**config.mk**
```make
export PLATFORM = sky130hd
export DESIGN_NAME = bcl_break_control
export DESIGN_NICKNAME = d
export VERILOG_FILES = /design/src/bcl_pkg.sv /design/src/bcl_break_control.sv /design/src/bcl_chan_match.sv
export SDC_FILE = /design/constraint.sdc
export NUM_CORES = 1
export LEC_CHECK = 0
export BUFFER_PORTS_ARGS = -buffer_cell sky130_fd_sc_hd__buf_4
export CAP_MARGIN = 20
export CORE_ASPECT_RATIO = 1.1
export CORE_UTILIZATION = 56
export CTS_BUF_LIST = sky130_fd_sc_hd__clkbuf_4 sky130_fd_sc_hd__clkbuf_8
export DETAILED_ROUTE_END_ITERATION = 10
export GPL_ROUTABILITY_DRIVEN = 0
export PLACE_DENSITY = 0.79
export SLEW_MARGIN = 20
export SYNTH_ARGS = -nofsm -noshare
export SYNTH_HDL_FRONTEND = slang
export SYNTH_HIERARCHICAL = 1
export SYNTH_SLANG_ARGS = --single-unit
```
**constraint.sdc**
```tcl
create_clock -name clk -period 5.4 [get_ports clk]
set_clock_uncertainty 0.15 [all_clocks]
set_input_delay 1.08 -clock clk [delete_from_list [all_inputs] [get_ports clk]]
set_output_delay 1.08 -clock clk [all_outputs]
set_load 0.005 [all_outputs]
```
**src/bcl_pkg.sv**
```systemverilog
// Package with register map, field positions and carrier types of the break control block.
package bcl_pkg;

    // ****************************************************************
    // Register map
    // ****************************************************************
    localparam logic [7:0] BREAK_CONTROL_OFS = 8'h00;
    localparam logic [7:0] MATCH_COUNT_OFS = 8'h04;
    localparam logic [7:0] IRQ_STATUS_OFS = 8'h08;
    localparam logic [7:0] IRQ_MASK_OFS = 8'h0c;
    localparam logic [7:0] CHAN_A_ADDR_OFS = 8'h10;
    localparam logic [7:0] CHAN_A_DATA_OFS = 8'h14;
    localparam logic [7:0] CHAN_B_ADDR_OFS = 8'h18;
    localparam logic [7:0] CHAN_B_DATA_OFS = 8'h1c;

    // ****************************************************************
    // Break control fields
    // ****************************************************************
    localparam int UBID_B_BIT = 19;
    localparam int UBID_A_BIT = 17;
    localparam int MATCH_FLAG_B_BIT = 12;
    localparam int TRACE_EN_BIT = 11;
    localparam int TIMING_A_BIT = 10;
    localparam int DATA_EN_A_BIT = 7;
    localparam int TIMING_B_BIT = 6;
    localparam int DATA_EN_B_BIT = 5;
    localparam int CHAINED_BIT = 3;
    localparam int COUNT_EN_BIT = 0;
    localparam logic [31:0] BREAK_CONTROL_WMASK = 32'h000a_1ce9;
    localparam logic [31:0] BREAK_CONTROL_RST = 32'h0000_0000;
    localparam logic [11:0] MATCH_COUNT_RST = 12'h000;
    localparam logic [11:0] COUNT_ONE = 12'h001;

    // Interrupt status bits: 0 break A, 1 break B.
    localparam int IRQ_BITS = 2;
    localparam logic [1:0] IRQ_RST = 2'h0;

    // ****************************************************************
    // Carrier types
    // ****************************************************************
    typedef struct packed {
        logic valid;
        logic fetch;
        logic [31:0] addr;
        logic [31:0] data;
    } bcl_bus_cycle_s;

    typedef struct packed {
        logic [31:0] addr;
        logic [31:0] data;
    } bcl_cmp_s;

endpackage

```
**src/bcl_break_control.sv**
```systemverilog
// Two-channel break controller with APB registers and interrupt.
// Contract
// - Channel B bus match sets flag bit 12; writing 0 clears it.
// - Bit 11 turns branch trace off at 0 and on at 1, reset 0.
// - Bit 10 places channel A fetch break before (0) or after (1) execution.
// - Bit 6 places channel B fetch break before (0) or after (1) execution.
// - Bit 7 adds the data value to channel A's match when 1.
// - Bit 5 adds the data value to channel B's match when 1.
// - Bit 3 chooses independent (0) or chained A-then-B (1) matching.
// - Bit 0 applies a match-count break to channel B only.
// - Reserved bits 9, 8, 4, 2, 1 read 0 and software writes only 0.
// - With count break each B match decrements a nonzero count; break at count one.
// - A user break disable bit of 1 suppresses that channel's break request.
//
// The implementer's own choices: the APB register port and the address map.
`timescale 1ns/1ps
module bcl_break_control (
    // Clock and reset
    input wire logic clk,
    input wire logic rst_b,
    // APB slave
    input wire logic psel,
    input wire logic penable,
    input wire logic pwrite,
    input wire logic [7:0] paddr,
    input wire logic [31:0] pwdata,
    output logic [31:0] prdata,
    output logic pready,
    output logic pslverr,
    // Core bus cycles
    input wire bcl_pkg::bcl_bus_cycle_s busCycle,
    input wire logic fetchRetire,
    // Break outputs
    output logic userBreak,
    output logic branchTraceEn,
    output logic irq
);
    // ****************************************************************
    // State
    // ****************************************************************
    typedef struct packed {
        logic [31:0] breakControl;
        logic [11:0] matchCount;
        logic [1:0] irqStatus;
        logic [1:0] irqMask;
        logic chainArmed;
        bcl_pkg::bcl_cmp_s cmpA;
        bcl_pkg::bcl_cmp_s cmpB;
        logic [31:0] rdata;
        logic ready;
        logic slverr;
        logic userBreak;
        logic irq;
    } bcl_state_s;

    bcl_state_s state_q;
    bcl_state_s state_d;
    logic hitA;
    logic hitB;

    // ****************************************************************
    // Channel comparators
    // ****************************************************************
    bcl_chan_match chanA (
        .clk(clk),
        .rst_b(rst_b),
        .cmpVal(state_q.cmpA),
        .dataEn(state_q.breakControl[bcl_pkg::DATA_EN_A_BIT]),
        .timingAfter(state_q.breakControl[bcl_pkg::TIMING_A_BIT]),
        .cyc(busCycle),
        .fetchRetire(fetchRetire),
        .hit(hitA)
    );

    bcl_chan_match chanB (
        .clk(clk),
        .rst_b(rst_b),
        .cmpVal(state_q.cmpB),
        .dataEn(state_q.breakControl[bcl_pkg::DATA_EN_B_BIT]),
        .timingAfter(state_q.breakControl[bcl_pkg::TIMING_B_BIT]),
        .cyc(busCycle),
        .fetchRetire(fetchRetire),
        .hit(hitB)
    );

    // ****************************************************************
    // Next state
    // ****************************************************************
    always_comb begin
        logic chained;
        logic countEn;
        logic bQualified;
        logic bBreak;
        logic aBreak;
        logic setFlagB;
        logic [1:0] irqSet;
        logic access;
        logic wr;
        state_d = state_q;
        bQualified = 1'b0;
        bBreak = 1'b0;
        aBreak = 1'b0;
        setFlagB = 1'b0;
        irqSet = 2'h0;
        chained = state_q.breakControl[bcl_pkg::CHAINED_BIT];
        countEn = state_q.breakControl[bcl_pkg::COUNT_EN_BIT];
        access = psel && penable && !state_q.ready;
        wr = access && pwrite;
        state_d.ready = access;
        state_d.slverr = 1'b0;

        // Channel B is qualified only after A in chained mode.
        bQualified = hitB && (!chained || state_q.chainArmed);
        setFlagB = bQualified;
        aBreak = hitA && !chained;
        bBreak = 1'b0;
        if (chained) begin
            if (hitA) begin
                state_d.chainArmed = 1'b1;
            end
            if (bQualified) begin
                state_d.chainArmed = 1'b0;
            end
        end else begin
            state_d.chainArmed = 1'b0;
        end
        if (bQualified) begin
            if (countEn) begin
                // Break on the match seen while the count already sits at one.
                if (state_q.matchCount == bcl_pkg::COUNT_ONE) begin
                    bBreak = 1'b1;
                end
                if (state_q.matchCount != '0) begin
                    state_d.matchCount = state_q.matchCount - bcl_pkg::COUNT_ONE;
                end
            end else begin
                bBreak = 1'b1;
            end
        end
        aBreak = aBreak && !state_q.breakControl[bcl_pkg::UBID_A_BIT];
        bBreak = bBreak && !state_q.breakControl[bcl_pkg::UBID_B_BIT];
        irqSet = {bBreak, aBreak};
        state_d.userBreak = aBreak || bBreak;

        // Register writes; hardware sets win over software clears.
        if (wr) begin
            case (paddr)
                bcl_pkg::BREAK_CONTROL_OFS: begin
                    state_d.breakControl = pwdata & bcl_pkg::BREAK_CONTROL_WMASK;
                end
                bcl_pkg::MATCH_COUNT_OFS: begin
                    state_d.matchCount = pwdata[11:0];
                end
                bcl_pkg::IRQ_STATUS_OFS: begin
                    state_d.irqStatus = state_q.irqStatus & ~pwdata[1:0];
                end
                bcl_pkg::IRQ_MASK_OFS: begin
                    state_d.irqMask = pwdata[1:0];
                end
                bcl_pkg::CHAN_A_ADDR_OFS: begin
                    state_d.cmpA.addr = pwdata;
                end
                bcl_pkg::CHAN_A_DATA_OFS: begin
                    state_d.cmpA.data = pwdata;
                end
                bcl_pkg::CHAN_B_ADDR_OFS: begin
                    state_d.cmpB.addr = pwdata;
                end
                bcl_pkg::CHAN_B_DATA_OFS: begin
                    state_d.cmpB.data = pwdata;
                end
                default: begin
                    state_d.slverr = 1'b1;
                end
            endcase
        end
        if (setFlagB) begin
            state_d.breakControl[bcl_pkg::MATCH_FLAG_B_BIT] = 1'b1;
        end
        state_d.irqStatus = state_d.irqStatus | irqSet;
        state_d.irq = |(state_d.irqStatus & state_d.irqMask);

        // Read data is captured in the first access cycle, the wait state.
        state_d.rdata = '0;
        if (access && !pwrite) begin
            case (paddr)
                bcl_pkg::BREAK_CONTROL_OFS: begin
                    state_d.rdata = state_q.breakControl;
                end
                bcl_pkg::MATCH_COUNT_OFS: begin
                    state_d.rdata = {20'h0_0000, state_q.matchCount};
                end
                bcl_pkg::IRQ_STATUS_OFS: begin
                    state_d.rdata = {30'h0, state_q.irqStatus};
                end
                bcl_pkg::IRQ_MASK_OFS: begin
                    state_d.rdata = {30'h0, state_q.irqMask};
                end
                bcl_pkg::CHAN_A_ADDR_OFS: begin
                    state_d.rdata = state_q.cmpA.addr;
                end
                bcl_pkg::CHAN_A_DATA_OFS: begin
                    state_d.rdata = state_q.cmpA.data;
                end
                bcl_pkg::CHAN_B_ADDR_OFS: begin
                    state_d.rdata = state_q.cmpB.addr;
                end
                bcl_pkg::CHAN_B_DATA_OFS: begin
                    state_d.rdata = state_q.cmpB.data;
                end
                default: begin
                    state_d.slverr = 1'b1;
                end
            endcase
        end

        if (!rst_b) begin
            state_d = '0;
            state_d.breakControl = bcl_pkg::BREAK_CONTROL_RST;
            state_d.matchCount = bcl_pkg::MATCH_COUNT_RST;
        end
    end

    always_ff @(posedge clk) begin
        state_q <= state_d;
    end

    // ****************************************************************
    // Outputs
    // ****************************************************************
    assign prdata = state_q.rdata;
    assign pready = state_q.ready;
    assign pslverr = state_q.slverr;
    assign userBreak = state_q.userBreak;
    assign branchTraceEn = state_q.breakControl[bcl_pkg::TRACE_EN_BIT];
    assign irq = state_q.irq;
endmodule

```
**src/bcl_chan_match.sv**
```systemverilog
// One channel comparator with fetch timing and optional data compare.
`timescale 1ns/1ps
module bcl_chan_match (
    // Clock and reset
    input wire logic clk,
    input wire logic rst_b,
    // Settings
    input wire bcl_pkg::bcl_cmp_s cmpVal,
    input wire logic dataEn,
    input wire logic timingAfter,
    // Core bus
    input wire bcl_pkg::bcl_bus_cycle_s cyc,
    input wire logic fetchRetire,
    // Result
    output logic hit
);
    typedef struct packed {
        logic pending;
        logic hit;
    } bcl_chan_state_s;

    bcl_chan_state_s state_q;
    bcl_chan_state_s state_d;
    logic cond;

    always_comb begin
        cond = cyc.valid && (cyc.addr == cmpVal.addr) &&
               (!dataEn || (cyc.data == cmpVal.data));
        state_d = state_q;
        state_d.hit = 1'b0;
        if (cyc.fetch && timingAfter) begin
            // An after-execution break waits until the core retires the fetched instruction.
            if (cond) begin
                state_d.pending = 1'b1;
            end
        end else begin
            state_d.hit = cond;
        end
        if (state_q.pending && fetchRetire) begin
            state_d.hit = 1'b1;
            state_d.pending = cond && cyc.fetch && timingAfter;
        end
        if (!rst_b) begin
            state_d = '0;
        end
    end

    always_ff @(posedge clk) begin
        state_q <= state_d;
    end

    assign hit = state_q.hit;
endmodule

```
* Word level (Yosys, flattened, before mapping) *
Index checks and enable logic that the tools add are counted.

cells by class
  equality and inequality tests = 12
  bitwise operators = 6
  add/subtract/negate cells = 1
  reductions and logical operators = 51
  multiplexer cells = 25

operators with widths
  cell                                                count
  case mux 32 bit (8 select lines)                    1
  == test 32 bit                                      4
  two-way mux 12 bit                                  4
  == test 8 x 5 -> 1 bit, second input constant       4
  two-way mux 29 bit                                  1
  logical AND 1 bit                                   20
  AND reduction 2 bit                                 9
  == test 8 x 4 -> 1 bit, second input constant       2
  two-way mux 1 bit                                   14
  two-way mux 13 bit                                  1
  == test 12 x 1 -> 1 bit, second input constant      1
  nonzero test 12 bit                                 1
  nonzero test 2 bit                                  6
  subtractor 12 x 1 -> 12 bit, second input constant  1
  == test 8 x 3 -> 1 bit, second input constant       1
  zero test 8 bit                                     1
  two-way mux 2 bit                                   4
  OR reduction 8 bit                                  1
  zero test 1 bit                                     7
  bitwise AND 2 bit                                   2
  logical OR 1 bit                                    4
  OR reduction 3 bit                                  1
  NOT 1 bit                                           2
  NOT 2 bit                                           1
  2 further kinds                                     2

word-level totals
  bits of input ports = 112
  flip-flop bits (word level) = 195
  output and inout port bits = 37

* Longest topological paths before layout *
  depth after elaboration = 9
  gate-level depth with buffers = 10

* Cells and area by module *
Netlist, hierarchy kept.

by module, submodules not included
  module             cells each  instances  area each (µm²)
  bcl_break_control  1,007       1          8,245.4
  bcl_chan_match     98          2          792.0

* Least setup slack after synthesis *
Ideal clock, no wire load.

  kind = input to register
  from = input port paddr[4]
  to = register state_q[156] in the netlist's numbering
  buffers on the path = 3
  stages on the path = 8
  data arrival time = 2,399 ps
  path slack = 2,712 ps
  setup time = 139 ps
  data required time = 5,111 ps
  path through = buf_4 or4b_1 buf_2 nor2b_4 nand2_1 clkbuf_1 nand2_1 a21oi_2

on the way
  cells in the longest elaborated chain, start to end = 2

ends and longest elaborated chain
  what                                  RTL line                  text
  start: declaration                    bcl_break_control.sv:25   input wire logic [7:0] paddr,
  == test 8 x 5 -> 1 bit                bcl_break_control.sv:147  case (paddr)
  AND reduction 2 bit (no source line)  n/a
  end signal: assignment                bcl_break_control.sv:225  state_q <= state_d;
  end: declaration                      bcl_break_control.sv:56   bcl_state_s state_q;

No other way between the ends.
A chain may end at the register's enable or synchronous reset.

* Worst setup path after layout *
  from = input port paddr[2]
  to = register state_q[173] in the netlist's numbering

on the way
  cells in the longest elaborated chain, start to end = 3

ends and longest elaborated chain
  what                    RTL line                  text
  == test 8 x 3 -> 1 bit  bcl_break_control.sv:147
  two-way mux 12 bit      bcl_break_control.sv:147
  two-way mux 29 bit      bcl_break_control.sv:146  if (wr) begin

No other way between the ends. The select of a mux whose other input is x is not followed.

==> metrics.txt <==
# TYPE chip_impl_metric gauge
chip_impl_metric{name="layout.cells.non_filler",unit=""} 1524
chip_impl_metric{name="grt_max_degree",unit=""} 96
chip_impl_metric{name="worst_skew_pair.late_latency",unit="ps"} 490
chip_impl_metric{name="tritoncts.num_buffers",unit=""} 17
chip_impl_metric{name="viasPerCell",unit=""} 6.00
chip_impl_info{name="critPathCaptureType",value="flip-flop"} 1
chip_impl_metric{name="post_route_cells_drive_above_1_share",unit=""} 0.182
chip_impl_metric{name="cts.sinks",unit=""} 195
chip_impl_metric{name="clkSlewWorstSetupHoldPaths",unit="ps"} 90
chip_impl_metric{name="nNetsFinal",unit=""} 1392
chip_impl_info{name="outcome",value="finished clean"} 1
chip_impl_metric{name="syn-cell-area",unit="um^2"} 9830
chip_impl_metric{name="vias",unit=""} 9148
chip_impl_metric{name="total_leakage_power",unit="uW"} 0.00365
chip_impl_metric{name="cts_htree_levels",unit=""} 4
chip_impl_metric{name="p_per_area",unit="nW/um^2"} 244
chip_impl_metric{name="ioPinCount",unit=""} 149
chip_impl_info{name="min_path_type",value="reg2reg"} 1
chip_impl_metric{name="worst_ep_arrival_time",unit="ps"} 3350
chip_impl_metric{name="chipWidth",unit="um"} 128
chip_impl_metric{name="number_of_enable_flip_flop_cells_after_synthesis",unit=""} 0
chip_impl_metric{name="design.die.area",unit="um^2"} 18100
chip_impl_metric{name="route.final.wire_length",unit="mm"} 30.9
chip_impl_metric{name="drc",unit=""} 0
chip_impl_metric{name="synth.distinct_cells",unit=""} 57
chip_impl_metric{name="slew_headroom",unit=""} 0.283
chip_impl_metric{name="core_box_area",unit="um^2"} 17100
chip_impl_info{name="rsz_0062_raised_after_global_routing",value="false"} 1
chip_impl_metric{name="drt_pass1_iterations",unit=""} 6
chip_impl_metric{name="rr_worst_depth",unit=""} 5
chip_impl_metric{name="final_max_slew_viol_count",unit=""} 0
chip_impl_metric{name="worst_slew_pin_slew",unit="ps"} 1080
chip_impl_metric{name="row_count",unit=""} 50
chip_impl_metric{name="antenna_violations_before_repair",unit=""} 1
chip_impl_info{name="clock_root_buffer",value="sky130_fd_sc_hd__clkbuf_8"} 1
chip_impl_metric{name="finalCritPeriodShare",unit=""} 0.580
chip_impl_metric{name="cp_max_fo",unit=""} 37
chip_impl_metric{name="grt_overflow_total",unit=""} 0
chip_impl_metric{name="vdd.ir_drop.worst",unit="mV"} 0.138
chip_impl_info{name="clock_tree_from_tritoncts",value="yes"} 1
chip_impl_metric{name="grt_first_pass_wirelength",unit="mm"} 46.4
chip_impl_metric{name="clk_path_buf_depth",unit=""} 2
chip_impl_metric{name="port-buffer-count",unit=""} 148
chip_impl_metric{name="max_cap_viol_count",unit=""} 0
chip_impl_metric{name="die_boundary_height",unit="um"} 141
chip_impl_metric{name="synthToLayoutAreaGrowth",unit="%"} 13.3
chip_impl_metric{name="maxClockFrequency",unit="MHz"} 319
chip_impl_metric{name="post_cts_resized",unit=""} 0
chip_impl_metric{name="initial_utilization",unit=""} 0.576
chip_impl_metric{name="timing_hold_violations_final",unit=""} 0
chip_impl_metric{name="synth_async_reset_ratio",unit=""} 0
chip_impl_metric{name="synth-seq-area-share",unit=""} 0.397
chip_impl_metric{name="worst_hold_path.num_cells",unit=""} 2
chip_impl_metric{name="postSynthAreaPerCell",unit="um^2"} 8.17
chip_impl_info{name="timing.setup.critical_path_class",value="in2reg"} 1
chip_impl_metric{name="ant_nets",unit=""} 0
chip_impl_metric{name="fillerInstances",unit=""} 1510
chip_impl_metric{name="finalPower",unit="uW"} 2720
chip_impl_info{name="synth-main-ff-cell",value="sky130_fd_sc_hd__dfxtp_1"} 1
chip_impl_metric{name="synth_nets",unit=""} 1318
chip_impl_metric{name="number_of_global_route_vias_before_repair",unit=""} 8289
chip_impl_metric{name="post_drt_wl_per_cell",unit="um"} 20.3
chip_impl_metric{name="setup-tns-final",unit="ps"} 0
chip_impl_metric{name="gr-usage-all-layers",unit=""} 0.343
chip_impl_metric{name="post-place-cells",unit=""} 1492
chip_impl_metric{name="postSynthRegisterBits",unit=""} 195
chip_impl_metric{name="drt_iter0_drc",unit=""} 1245
chip_impl_metric{name="setup_viol_count_final",unit=""} 0
chip_impl_metric{name="post-cts-setup-buffer-count",unit=""} 0
chip_impl_info{name="startpoint_class_of_the_critical_path",value="primary input"} 1
chip_impl_metric{name="finalCriticalPeriod",unit="ps"} 3130
chip_impl_metric{name="hpwlAfterDp",unit="mm"} 22.4
chip_impl_metric{name="post_synth_inst_count",unit=""} 1203
chip_impl_metric{name="post_cts_hold_buffer_count",unit=""} 0
chip_impl_metric{name="antenna_cells",unit=""} 0
chip_impl_metric{name="synth.yosys.warnings",unit=""} 6
chip_impl_metric{name="required_time_at_the_worst_slack_endpoint",unit="ps"} 5610
[kinds of logic (layout without fill, tap and decap cells)]
group	Yosys count	after routing	synth area share
AND/OR/NAND/NOR	463	463	0.205
multiplexers	37	37	0.0447
buffers and inverters	113	200	0.0682
flip-flops	195	195	0.397
XOR/XNOR	136	136	0.121
AO/OA/AOI/OAI	256	256	0.160
adder cells (fa/ha/maj)	3	3	0.00382
[where the power goes]
part / internal, uW / switching [uW] / total (uW)
clock network: 502 / 529 / 1030
registers: 1440 / 1.82 / 1440
logic: 106 / 144 / 249
[metal layers]
layer  part of all wire  up-vias  global-route usage
met1               0.40     4241               0.469
met5            0.00042        -                   0
li1                   -     4205                   -
met2               0.45      607               0.525
met4              0.039        2               0.147
met3               0.12       93              0.0694
[final timing paths]
kind                         start      endpoint  slack (ps)
setup / recovery          paddr[2]  state_q[173]        2270
hold / removal    chanA/state_q[1]     chanA/hit         330
setup reg to reg            pready  state_q[173]        3120
hold reg to reg   chanA/state_q[1]     chanA/hit         330
[cell usage after synthesis (4+ instances only)]
| cell type | n | area, um^2 |
|---|---|---|
| sky130_fd_sc_hd__a221oi_1 | 8 | 70.1 |
| sky130_fd_sc_hd__nor2_1 | 47 | 176 |
| sky130_fd_sc_hd__nand4_1 | 37 | 231 |
| sky130_fd_sc_hd__inv_1 | 4 | 15.0 |
| sky130_fd_sc_hd__a21oi_2 | 23 | 201 |
| sky130_fd_sc_hd__o21ai_0 | 28 | 140 |
| sky130_fd_sc_hd__mux2i_1 | 27 | 270 |
| sky130_fd_sc_hd__o21ai_1 | 4 | 20.0 |
| sky130_fd_sc_hd__and2_1 | 12 | 75.1 |
| sky130_fd_sc_hd__buf_2 | 14 | 70.1 |
| sky130_fd_sc_hd__nor3_1 | 8 | 40.0 |
| sky130_fd_sc_hd__nand3_1 | 21 | 105 |
| sky130_fd_sc_hd__a211oi_1 | 5 | 37.5 |
| sky130_fd_sc_hd__dfxtp_1 | 195 | 3900 |
| sky130_fd_sc_hd__clkbuf_1 | 42 | 158 |
| sky130_fd_sc_hd__a22o_1 | 7 | 61.3 |
| sky130_fd_sc_hd__a22oi_1 | 26 | 195 |
| sky130_fd_sc_hd__mux2_2 | 5 | 56.3 |
| sky130_fd_sc_hd__nor4_1 | 8 | 50.1 |
| sky130_fd_sc_hd__o22ai_1 | 4 | 25.0 |
| sky130_fd_sc_hd__xnor2_1 | 133 | 1160 |
| sky130_fd_sc_hd__nand2_1 | 308 | 1160 |
| sky130_fd_sc_hd__mux4_2 | 5 | 113 |
| sky130_fd_sc_hd__a21oi_1 | 133 | 666 |
| sky130_fd_sc_hd__buf_6 | 12 | 135 |
| sky130_fd_sc_hd__buf_4 | 37 | 278 |
[final cells by class]
type                            instances  area, um^2  share of cell area
Tap cell                              234         293              0.0263
Clock inverter                         11         151              0.0136
Inverter                                6        25.0             0.00225
Clock buffer                           21         283              0.0254
Multi-Input combinational cell        895        5260               0.473
Timing Repair Buffer                  162        1220               0.109
Sequential cell                       195        3900               0.351
[critical path, stage by stage]
cell and delay (ps):
sky130_fd_sc_hd__buf_4 370, sky130_fd_sc_hd__nor2b_1 190, sky130_fd_sc_hd__buf_4 250, sky130_fd_sc_hd__and2_1 570
sky130_fd_sc_hd__nand2_1 470, sky130_fd_sc_hd__o21ai_0 330, sky130_fd_sc_hd__a21oi_1 60
[per-stage QoR]
| stage | utilization | setup slack [ps] | hold slack (ps) | area [um^2] |
|---|---|---|---|---|
| after detailed placement | 0.627 | 1880 | 312 | 10700 |
| after global placement | 0.627 | 1940 | 302 | 10700 |
| final | 0.652 | 2270 | 326 | 11100 |
| after CTS | 0.652 | 2390 | 321 | 11100 |
| after floorplan | - | 2710 | 287 | 9830 |
| after global routing | 0.652 | 2150 | 345 | 11100 |
[flip-flops by register name, indices dropped and copies added, names as in the netlist]
| register | flops |
|---|---|
| chanA/hit | 1 |
| chanA/state_q | 1 |
| chanB/hit | 1 |
| pready | 1 |
| irq | 1 |
| prdata | 32 |
| state_q | 154 |
| branchTraceEn | 1 |
| pslverr | 1 |
| chanB/state_q | 1 |
| userBreak | 1 |
[cell usage in the layout, fill, tap and decap left out, drive strengths merged, types with 2 or more instances in the layout]
cell type / n
a211oi: 5
ha: 3
and2: 12
or3: 3
o21ai: 32
a22o: 7
nor4b: 2
a21oi: 156
o2bb2ai: 3
mux2: 5
a221oi: 8
nor2b: 4
a22oi: 26
inv: 6
nand4: 37
mux4: 5
a21boi: 2
o22ai: 4
nand3: 21
or4b: 2
xnor2: 133
mux2i: 27
clkinvlp: 4
dfxtp: 195
nand3b: 2
nor4: 10
xor2: 3
nor2: 47
clkinv: 4
bufinv: 3
buf: 162
o22a: 3
o31a: 2
nor3: 8
clkbuf: 21
nand2: 308
No activity file was read; power rests on OpenSTA's default activity.
